**config.mk**
```make
export PLATFORM = sky130hd
export DESIGN_NAME = lock_alarm_interrupt_status
export DESIGN_NICKNAME = d
export VERILOG_FILES = /design/src/lock_alarm_pkg.sv /design/src/cond_if.sv /design/src/cond_sync.sv /design/src/lock_alarm_interrupt_status.sv
export VERILOG_INCLUDE_DIRS = /design/src
export SDC_FILE = /design/constraint.sdc
export NUM_CORES = 1
export LEC_CHECK = 0
export BUFFER_PORTS_ARGS = -buffer_cell sky130_fd_sc_hd__buf_2
export CAP_MARGIN = 20
export CELL_PAD_IN_SITES_DETAIL_PLACEMENT = 0
export CELL_PAD_IN_SITES_GLOBAL_PLACEMENT = 1
export CORE_ASPECT_RATIO = 1.5
export CORE_MARGIN = 5
export CORE_UTILIZATION = 38
export CTS_CLUSTER_SIZE = 40
export DETAILED_ROUTE_END_ITERATION = 7
export PLACE_DENSITY_LB_ADDON = 0.1
export SYNTH_ARGS = -nofsm -noshare
export SYNTH_HDL_FRONTEND = slang
export SYNTH_SLANG_ARGS = --single-unit
```
**constraint.sdc**
```tcl
create_clock -name clk_sys -period 1.4 [get_ports clk_sys]
set_input_delay 0 -clock clk_sys [delete_from_list [all_inputs] [get_ports clk_sys]]
set_output_delay 0 -clock clk_sys [all_outputs]
set_load 0.02 [all_outputs]
```
**src/lock_alarm_defines.svh**
```systemverilog
// offsets, bit positions, reset values and sizes of the lock and alarm status logic
`ifndef LOCK_ALARM_DEFINES_SVH
`define LOCK_ALARM_DEFINES_SVH

`define LA_ADDR_W          6
`define LA_ADDR_ENABLE     6'h00
`define LA_ADDR_FLAGS      6'h01
`define LA_ADDR_STATUS     6'h02
`define LA_NUM_COND        5
`define LA_BIT_OSC         4
`define LA_BIT_LOSS        3
`define LA_BIT_RECOVERY    2
`define LA_BIT_MULTIPLIER  1
`define LA_BIT_OVERFLOW    0
`define LA_RST_ENABLE      5'h00
`define LA_RST_FLAGS       5'h00
`define LA_RST_DATA        8'h00
`define LA_SYNC_STAGES     2

`endif

```
**src/lock_alarm_pkg.sv**
```systemverilog
// types shared by the lock and alarm status logic
`default_nettype none
`include "lock_alarm_defines.svh"

package lock_alarm_pkg;

	typedef logic [`LA_NUM_COND-1:0] cond_vec_t;
	typedef logic [`LA_ADDR_W-1:0]   reg_addr_t;
	typedef logic [7:0]              reg_data_t;

	typedef struct packed {
		cond_vec_t meta;
		cond_vec_t sync;
		cond_vec_t prev;
	} sync_state_t;

	typedef struct packed {
		cond_vec_t en;
		cond_vec_t flag;
		reg_data_t rd_data;
		logic      irq;
	} status_state_t;

endpackage

`default_nettype wire

```
**src/cond_if.sv**
```systemverilog
// live condition levels and their change pulses, passed from synchroniser to status logic
`timescale 1ns/1ps
`default_nettype none

interface cond_if;
	import lock_alarm_pkg::*;
	cond_vec_t state;
	cond_vec_t change;
	modport src (output state, output change);
	modport dst (input state, input change);
endinterface

`default_nettype wire

```
**src/cond_sync.sv**
```systemverilog
// two-stage synchroniser and change detector for the raw condition levels
`timescale 1ns/1ps
`default_nettype none

module cond_sync
(
	input  wire logic                      clk_sys,
	input  wire logic                      rst_b,
	input  wire lock_alarm_pkg::cond_vec_t raw,
	cond_if.src                            link
);
	import lock_alarm_pkg::*;

	sync_state_t q;
	sync_state_t d;

	// meta is read only by sync; the edge detector looks at sync and prev alone
	always_comb
	begin
		d      = q;
		d.meta = raw;
		d.sync = q.meta;
		d.prev = q.sync;
	end

	always_ff @(posedge clk_sys or negedge rst_b)
	begin
		if (!rst_b)
			q <= '0;
		else
			q <= d;
	end

	assign link.state  = q.sync;
	assign link.change = q.sync ^ q.prev;

endmodule

`default_nettype wire

```
**src/lock_alarm_interrupt_status.sv**
```systemverilog
// change flags, live status, enable mask and interrupt of the lock and alarm conditions
//
// Overview of operation
// (RL1) oscillator lock change sets flag bit 4; zero means no change.
// (RL2) loss-of-signal change sets flag bit 3; zero means no change.
// (RL3) recovery lock change sets flag bit 2; zero means no change.
// (RL4) multiplier lock change sets flag bit 1; zero means no change.
// (RL5) overflow change sets flag bit 0; zero means no change.
// (RL6) no interrupt for a flag unless its enable bit at address zero is one.
// (RL7) oscillator lock flag and status only meaningful while its detection is enabled.
// (RL8) status bit 4 high while reference locked to external oscillator.
// (RL9) status bit 3 high while loss-of-signal alarm present.
// (RL10) status bit 2 high while clock and data recovery locked.
// (RL11) status bit 1 high while transmit multiplier locked.
// (RL12) status bit 0 high while transmit overflow exists.
// (RL13) bits 7 to 5 of both status registers unused; software ignores them.
// (RL14) enable bit zero masks its condition, one permits it.
// (RL15) flag register read returns flags then clears them; changes meanwhile stay.
// (RL16) interrupt high while any flag and its enable set; reset clears all.
`timescale 1ns/1ps
`default_nettype none
`include "lock_alarm_defines.svh"

module lock_alarm_interrupt_status
#(
	parameter int NUM_COND = `LA_NUM_COND
)
(
	input  wire logic                      clk_sys,
	input  wire logic                      rst_b,
	input  wire lock_alarm_pkg::cond_vec_t raw_cond,
	input  wire logic                      osc_lock_detect_enable,
	input  wire lock_alarm_pkg::reg_addr_t reg_addr,
	input  wire logic                      reg_wr,
	input  wire logic                      reg_rd,
	input  wire lock_alarm_pkg::reg_data_t reg_wdata,
	output var  lock_alarm_pkg::reg_data_t reg_rdata,
	output var  logic                      irq
);
	import lock_alarm_pkg::*;

	if (NUM_COND != `LA_NUM_COND)
	begin : g_bad_width
		$error("condition count must match the status register layout");
	end

	cond_if link ();

	cond_sync u_sync
	(
		.clk_sys (clk_sys),
		.rst_b   (rst_b),
		.raw     (raw_cond),
		.link    (link.src)
	);

	function automatic logic hit(input reg_addr_t a, input reg_addr_t target);
		hit = (a == target);
	endfunction

	status_state_t q;
	status_state_t d;
	cond_vec_t     live;
	cond_vec_t     chg;
	cond_vec_t     clr;
	logic          rd_flags;
	logic          rd_status;
	logic          wr_enable;

	always_comb
	begin
		d         = q;
		rd_flags  = reg_rd && hit(reg_addr, `LA_ADDR_FLAGS);
		rd_status = reg_rd && hit(reg_addr, `LA_ADDR_STATUS);
		wr_enable = reg_wr && hit(reg_addr, `LA_ADDR_ENABLE);
		// live levels map bit for bit onto the status register
		live = link.state; // RL8 RL9 RL10 RL11 RL12
		chg  = link.change; // RL1 RL2 RL3 RL4 RL5
		// oscillator lock reads and flags nothing while its detector is off
		live[`LA_BIT_OSC] = link.state[`LA_BIT_OSC] & osc_lock_detect_enable; // RL7
		chg[`LA_BIT_OSC]  = link.change[`LA_BIT_OSC] & osc_lock_detect_enable; // RL7
		if (wr_enable)
			d.en = reg_wdata[NUM_COND-1:0]; // RL14
		clr = rd_flags ? q.flag : '0; // RL15
		// a change in the reading cycle survives the clear
		d.flag = (q.flag & ~clr) | chg; // RL1 RL2 RL3 RL4 RL5 RL15
		if (reg_rd)
		begin
			if (hit(reg_addr, `LA_ADDR_ENABLE))
				d.rd_data = {3'h0, q.en};
			else if (rd_flags)
				d.rd_data = {3'h0, q.flag}; // RL13 RL15
			else if (rd_status)
				d.rd_data = {3'h0, live}; // RL13
			else
				d.rd_data = `LA_RST_DATA;
		end
		d.irq = |(d.flag & d.en); // RL6 RL14 RL16
	end

	always_ff @(posedge clk_sys or negedge rst_b)
	begin
		if (!rst_b)
		begin
			q.en      <= `LA_RST_ENABLE;
			q.flag    <= `LA_RST_FLAGS; // RL16
			q.rd_data <= `LA_RST_DATA;
			q.irq     <= 1'b0; // RL16
		end
		else
			q <= d;
	end

	assign reg_rdata = q.rd_data;
	assign irq       = q.irq;

	// one pair per condition bit
	for (genvar i = 0; i < NUM_COND; i++)
	begin : g_bit

	end
endmodule

`default_nettype wire

```
======== After elaboration in Yosys (flattened, before gate mapping) ========
Index checks and enable logic that the tools add are counted.
Widths: inputs -> output; s select.
storage, ports and cells
  word-level logic and storage cells ...... 26
  bits in registers ....................... 34
  output and inout bits ................... 9
  input port bits ......................... 24
cells by class
  equality and inequality tests ........... 2
  muxes and demuxes ....................... 5
  bitwise gates (word level) .............. 7
  reduce and logical (&&, ||, !) cells .... 5
operator list
  operator            count
  $mux 5              5
  $and 5x5->5         2
  $eq 6x1->1 const B  1
  $eq 6x2->1 const B  1
  $logic_not 6->1     1
  $not 5->5           1
  $or 5x5->5          1
  $reduce_or 5->1     1
  $xor 5x5->5         1
  $logic_and 1x1->1   3
  $and 1x1->1         2

======== Logic depth before layout (Yosys ltp) ========
Gate-level depths: netlist (run 1).
  depth in word-level cells ............... 8
  depth in mapped cells ................... 6
  gate-level depth less buffers ........... 5

======== Modules after synthesis ========
From an unflattened synthesis (run 1), not the netlist that was laid out.
unflattened totals
  cell total of the unflattened synthesis .. 102
  area total of the unflattened synthesis .. 1,253.7 um2
modules (own cells, without submodules)
  module                       times used  area each (um2)  cells an instance  seq. area each (um2)
  lock_alarm_interrupt_status  1           797.0            77                 400.4
  cond_sync                    1           456.7            25                 375.4

======== Worst setup path before layout (run 1) ========
No wires, ideal clock.
  path kind ............................... in2reg
  from .................................... input port reg_addr[5]
  to ...................................... register, netlist name irq
  setup time .............................. 0.131 ns
  data required time ...................... 1.269 ns
  slack ................................... 0.019 ns
  arrival time ............................ 1.250 ns
  path buffers ............................ 0
  stages on the path ...................... 5
  cells stage by stage .................... nor4_4 -> nand3_1 -> a21o_2 -> a222oi_1 -> nand2_1
RTL lines
  element      line                               text
  from (decl)  lock_alarm_interrupt_status.sv:33  input wire lock_alarm_pkg::reg_addr_t reg_addr,

==> results of run 1 <==
[placed cells by master, fill, tap and decap left out, drive strengths merged]
cell	instances
a21o	4
a21oi	10
a222oi	1
a22o	1
a22oi	1
buf	33
clkbuf	6
clkinv	1
clkinvlp	1
conb	3
dfrtp	31
dlygate4sd3	11
mux2	10
nand2	6
nand3	3
nor2	6
nor2b	1
nor4	1
o21ai	5
xor2	5
[synth_stat cells]
cell type / number
a21o_1: 3
mux2_2: 10
dfrtp_1: 31
conb_1: 1
o21ai_0: 5
a21o_2: 1
clkbuf_1: 1
nand2_1: 6
a22o_1: 1
buf_4: 8
a222oi_1: 1
xor2_1: 5
nor2b_1: 1
a22oi_1: 1
nor2_1: 6
a21oi_1: 10
nand3_4: 1
nand3_1: 2
nor4_4: 1
[flip-flops by register name (all words and copies together), names as in the netlist]
signal             flops
q                     10
u_sync.q               5
u_sync.d               5
reg_rdata              5
u_sync.link.state      5
irq                    1
[layer usage]
metal / global-route usage (%) / share of wire [%] / vias up
met4: 5.70 / 2.8 / 0
met5: 0 / 0 / -
met1: 14.4 / 37 / 407
li1: - / - / 406
met2: 22.1 / 54 / 32
met3: 5.02 / 6.5 / 10
[through the flow]
step / instances / hold slack, ns / total power, W / instance area (um2)
2_1_floorplan: 97 / -0.296 / 0.00110 / 1240
3_3_place_gp: 161 / 0.0736 / 0.00119 / 1410
3_5_place_dp: 161 / 0.0850 / 0.00120 / 1410
4_1_cts: 180 / 0.000128 / 0.00189 / 1600
5_1_grt: 180 / 0.00804 / 0.00196 / 1600
6_report: 180 / 0.00490 / 0.00186 / 1600
[kinds of logic (layout without fill, tap and decap cells)]
group,after synthesis,after routing,synth area share (%)
buf+inv,9,52,5.18
flops,31,31,62.9
other cells,1,3,0.304
simple gates,17,17,8.12
compound gates,22,22,10.8
xor+xnor,5,5,3.55
mux,10,10,9.14
[cell type report]
class,instances,area [um2]
fillers,310,1520
multi-input cells,57,400
clock buffers,6,72.6
repair buffers,44,293
clock inverters,2,12.5
flip-flops and latches,31,776
well taps,40,50.0
[what timing repair did]
item	4_1_cts	5_1_grt
hold endpoints to repair	41	0
hold buffers	11	0
setup endpoints to repair	0	1
[power groups by stage]
stage / sequential [W] / clock, W / combinational [W]
6_report: 0.000978 / 0.000664 / 0.000223
3_5_place_dp: 0.000996 / 0 / 0.000201
3_3_place_gp: 0.000990 / 0 / 0.000202
2_1_floorplan: 0.00100 / 0 / 0.000101
4_1_cts: 0.000979 / 0.000686 / 0.000225
5_1_grt: 0.000985 / 0.000732 / 0.000244
[worst paths after layout]
| kind | start | endpoint | cells after the start |
|---|---|---|---|
| worst max-delay path | u_sync.link.state[3] | irq | 4 |
| worst min-delay path | osc_lock_detect_enable | q[13] | 2 |
| worst max register to register | u_sync.link.state[3] | irq | 4 |
| worst min register to register | u_sync.d[6] | u_sync.link.state[1] | 0 |
| max in group asynchronous | rst_b | u_sync.d[6] | 2 |
| min in group asynchronous | rst_b | reg_rdata[4] | 2 |
==> results.sh, run 1 <==
export IMPL_status="finished, final reports clean"
export IMPL_drv_slew=0
export IMPL_p_int_w=0.00140
export IMPL_setup_tns_final_ns=0
export IMPL_die_width_um=56.5
export IMPL_die_h_um=79.8
export IMPL_synth_avg_cell_area_um2=13.0
export IMPL_gp_congestion=0.735
export IMPL_cts_max_level=2
export IMPL_dpl_worst_slack_ns=-0.225
export IMPL_gr_total_overflow=0
export IMPL_clk_insertion_delay_late_ns=0.28
export IMPL_grt_max_degree=32
export IMPL_yosysSeqAreaShare_pct=62.9
export IMPL_synthTopCellsByArea="dfrtp_1 (63%), mux2_2 (9.1%), buf_4 (4.9%)"
export IMPL_post_route_cells_drive_above_1_share_pct=37.9
export IMPL_synthDistinctLibCells=19
export IMPL_antenna_found_initial=0
export IMPL_fmax_mhz=726
export IMPL_worst_pin_slew_ns=0.690
export IMPL_worstSetupStartpointType="register"
export IMPL_grtUsageTotal_pct=13.1
export IMPL_cap_viol_max_count=0
export IMPL_coreArea_um2=3130
export IMPL_p_per_area_nw_per_um2=1160
export IMPL_irDropWorstVdd_mv=0.806
export IMPL_cp_max_fo=3
export IMPL_yosys_area_top_type="dfrtp_1"
export IMPL_design_portCount=33
export IMPL_switching_share_pct=24.7
export IMPL_p_comb_share_pct=12.0
export IMPL_grt_pass1_wl_um=4400
export IMPL_relSlewSlack_pct=54.0
export IMPL_synthCells=95
export IMPL_hold_viol_final=0
export IMPL_rsz0062_at_grt="false"
export IMPL_cts_resized=0
export IMPL_viasPerCell=4.75
export IMPL_finalWirelength_um=2500
export IMPL_drt_iter0_drc=33
export IMPL_postCtsSetupBuffers=0
export IMPL_port_buffers=26
export IMPL_dr_pass1_iters=5
export IMPL_cp_num_buf_inv=0
export IMPL_setup_slack_ns=0.0233
export IMPL_dp_hpwl_um=1850
export IMPL_num_nets_final=163
export IMPL_seqPwrFrac_pct=52.4
export IMPL_setup_worst_path_class="reg2reg"
export IMPL_initial_core_util_pct=39.4
export IMPL_die_area_um2=4510
export IMPL_crit_path_end_kind="register"
export IMPL_yosys_warnings=0
export IMPL_ys_seq_elements=31
export IMPL_crit_chain="xor2_1, a21o_2, a222oi_1, nand2_1"
export IMPL_timing_final_crit_share_pct=98.3
export IMPL_period_needed_ns=1.38
export IMPL_p_leak_nw=0.748
export IMPL_cts_made_buffers=5
export IMPL_arrival_ns=1.53
export IMPL_drc_errors=0
export IMPL_cpLargestDelayFamily="compound AO/OA/AOI/OAI gates"
export IMPL_min_path_type="in2reg"
export IMPL_drtAntennaViolNets=0
export IMPL_switchingPower_w=0.000461
export IMPL_synth_top_area_share_pct=62.9
export IMPL_pwr_share_clk_pct=35.6
export IMPL_clk_pin_slew_ns=0.07
export IMPL_clock_skew_ns=0.00455
export IMPL_rows=25
export IMPL_r2r_setup_slack_ns=0.02
export IMPL_diodes=0
export IMPL_dr_total_vias=855
export IMPL_wl_per_cell_um=13.9
export IMPL_slowest_delay_ns=0.40
export IMPL_slowest_stage="dfrtp_1"
export IMPL_cts_path_max_buffers=2
export IMPL_grt_pass1_vias=897
export IMPL_syn2layout_area_growth_pct=30.2
export IMPL_clock_sinks=31
export IMPL_synth_area_um2=1230
export IMPL_final_util_pct=51.3
export IMPL_cts_tree="yes"
export IMPL_setup_viol=0
export IMPL_cp_data_required_time_ns=1.55
export IMPL_cts_root_buf="clkbuf_8"
Note: power is estimated with default switching activity, not from simulation.
==> run 2: changes to the inputs <==
- SYNTH_HIERARCHICAL: not set -> 1
==> results.sh, run 2 <==
export IMPL_ys_seq_elements=31
export IMPL_synth_top_area_share_pct=61.9
export IMPL_min_path_type="in2reg"
export IMPL_cts_path_max_buffers=2
export IMPL_irDropWorstVdd_mv=0.646
export IMPL_yosys_warnings=6
export IMPL_worst_pin_slew_ns=0.676
export IMPL_fmax_mhz=763
export IMPL_yosys_area_share_simple_pct=7.88
export IMPL_cts_root_buf="clkbuf_8"
export IMPL_synthDistinctLibCells=20
export IMPL_timing_final_crit_share_pct=93.6
export IMPL_dr_total_vias=850
export IMPL_layout_common_cells="dfrtp_1 (31), buf_2 (24), dlygate4sd3_1 (11)"
export IMPL_worstSetupStartpointType="register"
export IMPL_clk_pin_slew_ns=0.06
export IMPL_relSlewSlack_pct=55.0
export IMPL_synthCells=102
export IMPL_reg2regPathDepth=4
export IMPL_die_area_um2=4570
export IMPL_viasPerCell=4.72
export IMPL_yosysSeqAreaShare_pct=61.9
export IMPL_grt_pass1_wl_um=4410
export IMPL_hold_start="osc_lock_detect_enable"
export IMPL_gp_congestion=0.775
export IMPL_r2r_start="u_sync/link.state[3]"
export IMPL_hold_viol_final=0
export IMPL_p_comb_share_pct=11.7
export IMPL_seqPwrFrac_pct=52.0
export IMPL_reg2reg_to="irq"
export IMPL_fill_cells=304
export IMPL_final_util_pct=50.7
export IMPL_coreArea_um2=3160
export IMPL_largest_reg_flops=10
export IMPL_cts_tree="yes"
export IMPL_rsz0062_at_grt="false"
export IMPL_arrival_ns=1.47
export IMPL_clock_sinks=31
export IMPL_setup_worst_path_class="reg2reg"
export IMPL_drv_slew=0
export IMPL_status="finished, final reports clean"
export IMPL_clock_skew_ns=0.00354
export IMPL_rows=25
export IMPL_synth_top_family_by_area="compound AO/OA/AOI/OAI gates"
export IMPL_die_width_um=56.9
export IMPL_gr_total_overflow=0
export IMPL_synth_ff_type="dfrtp_1"
export IMPL_drt_iter0_drc=21
export IMPL_synthTopCellsByCount="dfrtp_1 (31), buf_4 (13), a21oi_1 (9)"
export IMPL_p_int_w=0.00144
export IMPL_min_to="q[13]"
export IMPL_grt_max_degree=32
export IMPL_initial_core_util_pct=39.7
export IMPL_muxShareOfSynthArea_pct=4.49
export IMPL_cts_max_level=2
export IMPL_diodes=0
export IMPL_dpl_worst_slack_ns=-0.247
export IMPL_cap_viol_max_count=0
export IMPL_yosys_area_top_type="dfrtp_1"
export IMPL_cp_data_required_time_ns=1.56
export IMPL_finalInstanceArea_um2=1600
export IMPL_clk_insertion_delay_late_ns=0.28
export IMPL_grt_pass1_vias=904
export IMPL_grtUsageTotal_pct=13.1
export IMPL_antenna_found_initial=0
export IMPL_post_route_cells_drive_above_1_share_pct=33.6
export IMPL_dr_pass1_iters=4
export IMPL_switching_share_pct=23.3
export IMPL_die_h_um=80.3
export IMPL_drtAntennaViolNets=0
export IMPL_num_nets_final=164
export IMPL_setup_viol=0
export IMPL_synth_area_um2=1250
export IMPL_dp_hpwl_um=1920
export IMPL_port_buffers=26
export IMPL_syn2layout_area_growth_pct=27.8
export IMPL_synthTopCellsByArea="dfrtp_1 (62%), buf_4 (7.8%), mux2_2 (4.5%)"
export IMPL_synthAdderAreaFrac_pct=0
export IMPL_synth_compound_area_share_pct=12.1
export IMPL_p_per_area_nw_per_um2=1170
export IMPL_final_common_cell="dfrtp_1"
export IMPL_synth_xor_area_share_pct=3.49
export IMPL_drc_errors=0
export IMPL_crit_path_end_kind="register"
export IMPL_p_leak_nw=0.760
export IMPL_wl_per_cell_um=14.6
export IMPL_synth_avg_cell_area_um2=12.3
export IMPL_pwr_share_clk_pct=36.3
export IMPL_r2r_setup_slack_ns=0.09
export IMPL_synth_most_common_cell="dfrtp_1"
export IMPL_hold_path_depth=3
export IMPL_register_area_um2=776
export IMPL_cts_made_buffers=5
export IMPL_synth_edf_count=0
export IMPL_synthArstFlopShare_pct=100
export IMPL_switchingPower_w=0.000439
export IMPL_finalWirelength_um=2640
export IMPL_placed_cell_area_um2=1370
export IMPL_multi_input_area_um2=365
export IMPL_max_flop_register="q"
export IMPL_design_portCount=33
export IMPL_setup_slack_ns=0.0897
export IMPL_period_needed_ns=1.31
export IMPL_cp_max_fo=3
[run 2: cell count changes after synthesis, sizes merged, moves of 5 or more]
cell   before  now
buf         8   13
o32ai       0    5
inv         0    5
o21ai       5    0
mux2       10    5
[run 2: per-layer routing]
metal  GRT usage (%)  part of all wire (%)  vias to the layer above
met5               0                     0                        -
met4            6.96                   1.4                        0
met3            4.34                   5.6                        5
met2            23.3                    56                       26
met1            13.4                    37                      412
li1                -                     -                      407
[run 2: timing repair]
action | in CTS | in global routing
buffers inserted | 0 | 2
hold endpoints to repair | 41 | 0
endpoints found under the setup margin | 0 | 1
hold buffers | 11 | 0
resized for setup | 0 | 3
[run 2: layout make-up]
| cell class | count | share of cell area, % |
|---|---|---|
| multi-input combinational | 53 | 22.8 |
| inverter | 5 | 1.17 |
| timing repair buffer | 44 | 19.0 |
| clock inverter | 1 | 0.312 |
| tap | 40 | 3.12 |
| sequential | 31 | 48.4 |
| clock buffer | 6 | 5.15 |
[run 2: stage by stage]
stage	hold slack (ns)	total power (W)	TNS, ns	cells
finish	0.111	0.00188	0	180
global route	0.104	0.00200	0	180
CTS	0.0960	0.00191	0	178
detailed placement	0.0792	0.00119	-0.247	160
global placement	0.0747	0.00118	-0.221	160
floorplan	-0.296	0.00111	0	104
[run 2: cell families after synthesis]
group | after synthesis
compound gates | 22
xor+xnor | 5
buf+inv | 20
flops | 31
mux | 5
other cells | 1
simple gates | 18
[run 2: worst max path at each step]
stage,cells past startpoint,end,from,slack (ns)
2_1_floorplan,5,irq,reg_addr[5],0.11
3_3_place_gp,6,irq,reg_addr[5],-0.22
3_5_place_dp,6,irq,reg_addr[5],-0.25
4_1_cts,6,irq,reg_addr[5],0.05
5_1_grt,6,irq,reg_addr[2],0.003
6_report,4,irq,u_sync/link.state[3],0.09
[run 2: critical path: stages (launching register included)]
cell and delay (ns):
dfrtp_1 0.40, xor2_1 0.17, a21o_1 0.19, a222oi_1 0.35, nand2_1 0.09
[run 2: power groups by stage]
stage / logic [W] / registers, W / clock network [W]
6_report: 0.000220 / 0.000978 / 0.000684
5_1_grt: 0.000246 / 0.000984 / 0.000765
3_5_place_dp: 0.000192 / 0.000994 / 0
2_1_floorplan: 0.000109 / 0.00100 / 0
4_1_cts: 0.000216 / 0.000978 / 0.000712
3_3_place_gp: 0.000193 / 0.000991 / 0
